**config.mk**
```make
export PLATFORM = sky130hd
export DESIGN_NAME = cis_top
export DESIGN_NICKNAME = d
export VERILOG_FILES = /design/src/logic/cis_pkg.sv /design/src/logic/cis_chan_or.sv /design/src/logic/cis_top.sv
export VERILOG_INCLUDE_DIRS = /design/src /design/src/logic
export SDC_FILE = /design/constraint.sdc
export NUM_CORES = 1
export LEC_CHECK = 0
export BUFFER_PORTS_ARGS = -buffer_cell sky130_fd_sc_hd__buf_2
export CAP_MARGIN = 40
export CORE_AREA = 2 2 135 137
export CTS_BUF_LIST = sky130_fd_sc_hd__clkbuf_2 sky130_fd_sc_hd__clkbuf_4 sky130_fd_sc_hd__clkbuf_8
export DETAILED_ROUTE_END_ITERATION = 6
export DIE_AREA = 0 0 137 139
export GPL_ROUTABILITY_DRIVEN = 0
export HOLD_SLACK_MARGIN = 0.03
export SKIP_CTS_REPAIR_TIMING = 1
export SLEW_MARGIN = 20
export SYNTH_ARGS = -nofsm -noshare
export SYNTH_HDL_FRONTEND = slang
export SYNTH_SLANG_ARGS = --single-unit
```
**constraint.sdc**
```tcl
create_clock -name mclk -period 1.5 [get_ports mclk]
set_input_delay 0.075 -clock mclk [delete_from_list [all_inputs] [get_ports mclk]]
set_output_delay 0.075 -clock mclk [all_outputs]
set_load 0.005 [all_outputs]
```
**src/logic/cis_defs.svh**
```systemverilog
// Register offsets, field positions and reset values for the channel irq summary block
`ifndef CIS_DEFS_SVH
`define CIS_DEFS_SVH

// ==========================================================================
// Register byte offsets
`define CIS_LOWER_SUMMARY_OFS   12'h2c0
`define CIS_UPPER_SUMMARY_OFS   12'h300
`define CIS_ZERO_SUMMARY_OFS    12'h380
`define CIS_TIMER_STATUS_OFS    12'h3c0
`define CIS_EXPIRY_MASK_OFS     12'h3c4

// ==========================================================================
// Field positions
`define CIS_UPPER_MSB           6
`define CIS_ZERO_BIT            7
`define CIS_EXPIRY_FLAG_BIT     0
`define CIS_EXPIRY_MASK_BIT     0

// ==========================================================================
// Reset values
`define CIS_SUMMARY_RST         8'h00
`define CIS_TIMER_STATUS_RST    1'h0
`define CIS_EXPIRY_MASK_RST     1'h0

`endif

```
**src/logic/cis_pkg.sv**
```systemverilog
// Types shared by the channel irq summary block
package cis_pkg;

  // ==========================================================================
  // Register select decoded from the bus address
  typedef enum logic [2:0] {
    CIS_SEL_LOWER,
    CIS_SEL_UPPER,
    CIS_SEL_ZERO,
    CIS_SEL_TIMER,
    CIS_SEL_MASK,
    CIS_SEL_NONE
  } cis_sel_e;

  typedef logic [7:0] cis_byte_t;

endpackage

```
**src/logic/cis_chan_or.sv**
```systemverilog
// Pending summary of one channel: OR of its enabled interrupt sources
`timescale 1ns/1ps

module cis_chan_or #(
  parameter int NSRC = 8
) (
  input  wire logic [NSRC-1:0] src_pending,
  input  wire logic [NSRC-1:0] src_enable,
  output logic                 per_channel_pending_bit
);

  // Evaluated continuously so the summary follows the sources without a read
  assign per_channel_pending_bit = |(src_pending & src_enable);

endmodule

```
**src/logic/cis_top.sv**
```systemverilog
// APB register block: channel interrupt summaries and one-second expiry flag
// ==========================================================================
// Functional notes
// - Upper summary bits 6..0 show pending interrupts of channels 15..9.
// - A summary bit is 0 with nothing pending, and after reset.
// - Channel zero summary bit 7 shows channel 0 pending; other bits reserved.
// - Summary registers are read-only, reset to zero, not cleared by reading.
// - Expiry flag is meaningful only while the expiry mask bit is 0.
// - Timer expiry sets expiry flag bit 0 and, while the expiry mask bit is 0, raises the interrupt output.
// - Writing 1 to the expiry flag clears it to 0.
// - Timer status register at 0x3c0, read/write, reset 0x00, bits 7..1 reserved.
// - Lower summary at 0x2c0 carries channels 8..1 in bits 7..0.
`timescale 1ns/1ps
`include "cis_defs.svh"

module cis_top #(
  parameter int NCH  = 16,
  parameter int NSRC = 8
) (
  input  wire logic                 mclk,
  input  wire logic                 rst_b,
  input  wire logic                 psel,
  input  wire logic                 penable,
  input  wire logic                 pwrite,
  input  wire logic [11:0]          paddr,
  input  wire logic [31:0]          pwdata,
  input  wire logic [3:0]           pstrb,
  output logic      [31:0]          prdata,
  output logic                      pready,
  output logic                      pslverr,
  input  wire logic [NCH*NSRC-1:0]  src_pending,
  input  wire logic [NCH*NSRC-1:0]  src_enable,
  input  wire logic                 second_tick,
  output logic                      irq_out
);

  // ==========================================================================
  // Declarations
  logic             [NCH-1:0] next_sum;
  logic             [NCH-1:0] sum_q;
  logic                       second_expiry_flag;
  logic                       second_expiry_mask;
  cis_pkg::cis_sel_e          sel;
  cis_pkg::cis_byte_t         read_byte;
  logic                       setup_rd;
  logic                       access;
  logic                       wr_timer;
  logic                       wr_mask;
  logic                       clear_flag;

  // ==========================================================================
  // Per-channel pending OR
  genvar ch;
  generate
    for (ch = 0; ch < NCH; ch = ch + 1) begin : g_chan
      cis_chan_or #(
        .NSRC (NSRC)
      ) u_or (
        .src_pending             (src_pending[ch*NSRC +: NSRC]),
        .src_enable              (src_enable[ch*NSRC +: NSRC]),
        .per_channel_pending_bit (next_sum[ch])
      );
    end
  endgenerate

  // Summary is sampled so it has a clean reset value; reads never touch it
  always_ff @(posedge mclk) begin
    if (!rst_b) begin
      sum_q <= '0;
    end else begin
      sum_q <= next_sum;
    end
  end

  // ==========================================================================
  // Bus decode
  always_comb begin
    unique case (paddr)
      `CIS_LOWER_SUMMARY_OFS: sel = cis_pkg::CIS_SEL_LOWER;
      `CIS_UPPER_SUMMARY_OFS: sel = cis_pkg::CIS_SEL_UPPER;
      `CIS_ZERO_SUMMARY_OFS:  sel = cis_pkg::CIS_SEL_ZERO;
      `CIS_TIMER_STATUS_OFS:  sel = cis_pkg::CIS_SEL_TIMER;
      `CIS_EXPIRY_MASK_OFS:   sel = cis_pkg::CIS_SEL_MASK;
      default:                sel = cis_pkg::CIS_SEL_NONE;
    endcase
  end

  assign access     = psel && penable;
  assign setup_rd   = psel && !penable && !pwrite;
  assign wr_timer   = access && pwrite && pstrb[0] && (sel == cis_pkg::CIS_SEL_TIMER);
  assign wr_mask    = access && pwrite && pstrb[0] && (sel == cis_pkg::CIS_SEL_MASK);
  assign clear_flag = wr_timer && pwdata[`CIS_EXPIRY_FLAG_BIT];

  // Zero wait states; unmapped offsets answer with an error
  assign pready  = 1'b1;
  assign pslverr = access && (sel == cis_pkg::CIS_SEL_NONE);

  // Read mux; reserved bits read as zero
  always_comb begin
    read_byte = `CIS_SUMMARY_RST;
    unique case (sel)
      cis_pkg::CIS_SEL_LOWER: begin
        read_byte = sum_q[8:1];
      end
      cis_pkg::CIS_SEL_UPPER: begin
        read_byte = {1'b0, sum_q[15:9]};
      end
      cis_pkg::CIS_SEL_ZERO: begin
        read_byte[`CIS_ZERO_BIT] = sum_q[0];
      end
      cis_pkg::CIS_SEL_TIMER: begin
        read_byte[`CIS_EXPIRY_FLAG_BIT] = second_expiry_flag;
      end
      cis_pkg::CIS_SEL_MASK: begin
        read_byte[`CIS_EXPIRY_MASK_BIT] = second_expiry_mask;
      end
      cis_pkg::CIS_SEL_NONE: begin
        read_byte = `CIS_SUMMARY_RST;
      end
    endcase
  end

  // Read data captured in the setup cycle so it is a flop in the access cycle
  always_ff @(posedge mclk) begin
    if (!rst_b) begin
      prdata <= 32'h0000_0000;
    end else if (setup_rd) begin
      prdata <= {24'h00_0000, read_byte};
    end
  end

  // ==========================================================================
  // One-second expiry flag and mask
  always_ff @(posedge mclk) begin
    if (!rst_b) begin
      second_expiry_mask <= `CIS_EXPIRY_MASK_RST;
    end else if (wr_mask) begin
      second_expiry_mask <= pwdata[`CIS_EXPIRY_MASK_BIT];
    end
  end

  // A tick in the same cycle as a clear wins, so no expiry is lost
  always_ff @(posedge mclk) begin
    if (!rst_b) begin
      second_expiry_flag <= `CIS_TIMER_STATUS_RST;
    end else if (second_tick) begin
      second_expiry_flag <= 1'b1;
    end else if (clear_flag) begin
      second_expiry_flag <= 1'b0;
    end
  end

  // Flag still records while masked, but it is not trusted nor signalled then
  assign irq_out = second_expiry_flag && !second_expiry_mask;
endmodule

```
==> results by stage <==
Floorplanning:
- The core region is 17660 um2.
- The starting density of the core is 0.09779.
- The number of top-level pins is 345.
- The area of the die is approximately 19000 um2.
- The placement row count is 49.
- The die is 137 um wide.
- The y dimension of the die is 139 um.

Timing:
- The number of hold-slack violations in the final timing report is 0.
- The post-layout minimum cycle time is 1534 ps.
- Setup repair after global routing could not meet its margin everywhere.
- The final period utilization is 1.023.
- The number of slew-limit violations in the final report was 0.
- The summed negative setup slack over all endpoints is -34.22 ps.
- Final hold analysis gives a worst-case slack of 37.72 ps.
- Static timing analysis puts the maximum clock frequency at about 650 MHz.
- The setup slack after layout is -34.22 ps.
- Setup violations remaining at the end of the flow were counted as 1.
- For the final database, setup skew stands at 7.220 ps.

Clock tree:
- CTS built an H-tree with a depth of 1.
- TritonCTS built the clock tree.
- The maximum clock insertion buffer count is 2.
- The clock net in this run drives a total of 26 sinks.
- The worst-skew pair later-pin latency is between 200 and 300 ps.
- In this run the clock root is driven by a clkbuf_8.
- The total clock buffers created by CTS is 3.
- Clock-pin slew was measured on the worst setup and hold paths at around 100 ps.

Power:
- For this design the static power due to leakage is 1.844 nW.
- Across the VDD grid, the largest voltage drop is approximately 0.00022 V.
- The power density over the cells is around 560 nW/um2.

Synth:
- The synthesized netlist occupies a cell area of between 1500 and 2000 um2.
- The share of the Yosys chip area taken by registers is 0.3014.
- The number of warnings issued by yosys is 0.
- The synthesized area per cell is around 8.8 um2.
- Counting flops and latches in the post-synthesis netlist gives 26.
- Synthesis handed over a netlist of ~200 instances.
- The area fraction of the dominant cell type after synthesis is 0.3014.
- The cell accounting for the most synthesized area is dfxtp_1.
- Sorting the synthesized cells by area gives the leading types as dfxtp_1, a22oi_1, buf_4.
- The count of cell types in the netlist is 31.

Route:
- The wire length per cell is approximately 14 um.
- The final layout contains routed wiring with a total length of between 9000 and 10000 um.
- The number of design rule violations left after detail routing is 0.
- The total number of vias is 2810.
- Dividing the detail-routed via count by the number of cells gives between 3 and 4.
- The initial detailed-routing violation count is about 110.
- The number of nets with antenna violations after detailed routing is 0.
- The first detailed-routing pass ran for 4 iterations.

Worst setup path:
- In this run the critical register-to-register path is launched from sum_q[0].
- STA puts the critical path data arrival time at 1460 ps.
- The cell at the slowest stage of the critical path is or4_4.
- The worst setup slack for register-to-register paths is ~500 ps.
- Data on the critical path is required at its endpoint by around 1400 ps.
- The critical path start-end classification is in -> out.
- By instance count, the cell type seen most on the critical path is or4_4.
- The depth of the worst register-to-register path is 3.
- In this run the worst path has a maximum fanout of 3.
- The largest incremental delay on the critical path is ~550 ps.
- Walking the worst path, the cells encountered are buf_6 > or4_4 > or4_4 > nand3_2 > nor3_2 > buf_2.
- The sort of element at the start of the critical path is an input port.
- The worst register-to-register path ends at prdata[7].
- The worst setup path is captured at a primary output.

Finish:
- The sequential cells in the finished layout cover a total of 520.5 um2.
- In the final layout, the multi-input gates occupy 1105 um2.
- The fill cell total of the finished layout is about 2000.
- In the layout the commonest cells are buf_2, a22oi_1, dfxtp_1.
- After routing the design area is around 3500 um2.
- 0 antenna diodes ended up in the layout.
- The count of cells in the finished layout, fillers not included, comes to 720.
- The share of post-route cells with drive strength above 1 is 0.6314.
- The area growth from synthesis to layout is 103.3%.
- The library cell used most frequently in the layout, excluding fill and tap cells, is buf_2.
- The number of nets at the end of the flow is 802.

GRT:
- For this run, global-route usage on met1 was measured as 0.1125.
- The pin count of the biggest net entering global routing is 16.
- The met2 capacity usage during global routing is 0.1825.
- The first global-routing pass estimated about 14000 um of wire.
- In the global route stage, met3 resource usage came out at 0.01096.
- For this run, the total global-route usage over all layers was measured as 0.09541.
- The initial antenna violation count was 0.
- The most crowded layer after global routing is met2.
- The via count of the first global-routing pass is about 2800.
- Global routing finished with a remaining overflow of 0.

Worst hold path:
- The worst hold path belongs to the class in -> reg.
- The end point of the most critical hold path is second_expiry_flag.
- The startpoint identified for the worst hold timing path is second_tick.
- The worst hold path was traced through 3 stages.

Status:
- The final reports fail on setup timing.
- The run finished, with violations left.

Placement:
- The sum of net half-perimeters after detailed placement is ~8700 um.
- The standard cell area after detailed placement is ~3400 um2.
- The number of placed instances, taps included, is 714.
- The count of buffers from port buffering is around 290.

Job:
- Max-cap violations in this run came to 0.
==> metrics by stage <==
| stage | power, W | utilization | setup slack [ps] |
|---|---|---|---|
| 5_1_grt | 0.002118 | 0.1988 | -69.88 |
| 2_1_floorplan | 0.0009790 | - | -89.07 |
| 6_report | 0.001978 | 0.1988 | -34.22 |
| 3_5_place_dp | 0.001386 | 0.1918 | -225.7 |
| 4_1_cts | 0.002023 | 0.1959 | -170.1 |
| 3_3_place_gp | 0.001383 | 0.1918 | -211.7 |
==> synth_stat cells <==
| library cell | count |
|---|---|
| a41oi_1 | 16 |
| nand4_1 | 1 |
| or3_4 | 1 |
| or4_4 | 2 |
| nor2b_1 | 1 |
| nor3_1 | 2 |
| a31oi_2 | 1 |
| nand3_1 | 4 |
| nor2_1 | 7 |
| inv_1 | 3 |
| clkbuf_1 | 3 |
| buf_4 | 25 |
| nand2_1 | 8 |
| nor3b_1 | 1 |
| a21oi_1 | 2 |
| conb_1 | 2 |
| or3_1 | 2 |
| o21ai_0 | 7 |
| or2_2 | 1 |
| a41o_1 | 1 |
| nor4_2 | 2 |
| or4_1 | 1 |
| o31ai_1 | 2 |
| mux2i_1 | 1 |
| dfxtp_1 | 26 |
| nand3b_1 | 1 |
| a221oi_1 | 6 |
| clkinv_1 | 1 |
| a22oi_1 | 64 |
| o211ai_1 | 1 |
| o22ai_1 | 2 |
==> power breakdown <==
part | internal [W] | switching (W)
combinational | 0.000366 | 0.000254
sequential | 0.000734 | 0.0000163
clock | 0.000358 | 0.000251
==> critical path: cells and delay by family <==
| family | cells | cell delay, ps |
|---|---|---|
| simple gates | 4 | 1170 |
| buf+inv | 2 | 210 |
==> cells by family after synthesis <==
family | count (synthesis) | share of synthesized area
compound gates | 102 | 0.4493
buf+inv | 32 | 0.1239
flops | 26 | 0.3014
mux | 1 | 0.005797
other cells | 2 | 0.004349
simple gates | 34 | 0.1152
==> how the worst max path moves through the flow <==
stage,startpoint,to,cells past startpoint
2_1_floorplan,paddr[5],second_expiry_mask,4
3_3_place_gp,paddr[5],prdata[7],5
3_5_place_dp,paddr[5],prdata[7],5
4_1_cts,paddr[5],pslverr,6
5_1_grt,paddr[10],pslverr,6
6_report,paddr[10],pslverr,6
==> final cells by class <==
cell class | instances | share of cell area
timing repair buffer | 295 | 0.4307
multi-input combinational | 162 | 0.3148
sequential | 26 | 0.1483
tap | 229 | 0.08164
clock buffer | 3 | 0.01176
clock inverter | 1 | 0.008556
inverter | 4 | 0.004278
==> routing by layer <==
layer / share of wire / vias up
met2: 0.53 / 151
met4: 0.0075 / 0
li1: - / 1365
met5: 0 / -
met3: 0.063 / 6
met1: 0.40 / 1288
==> sequential cells by signal, indices dropped and copies added, names as in the netlist <==
signal	count
second_expiry_flag	1
second_expiry_mask	1
sum_q	16
prdata	8
Power figures use the tool's default switching activity.
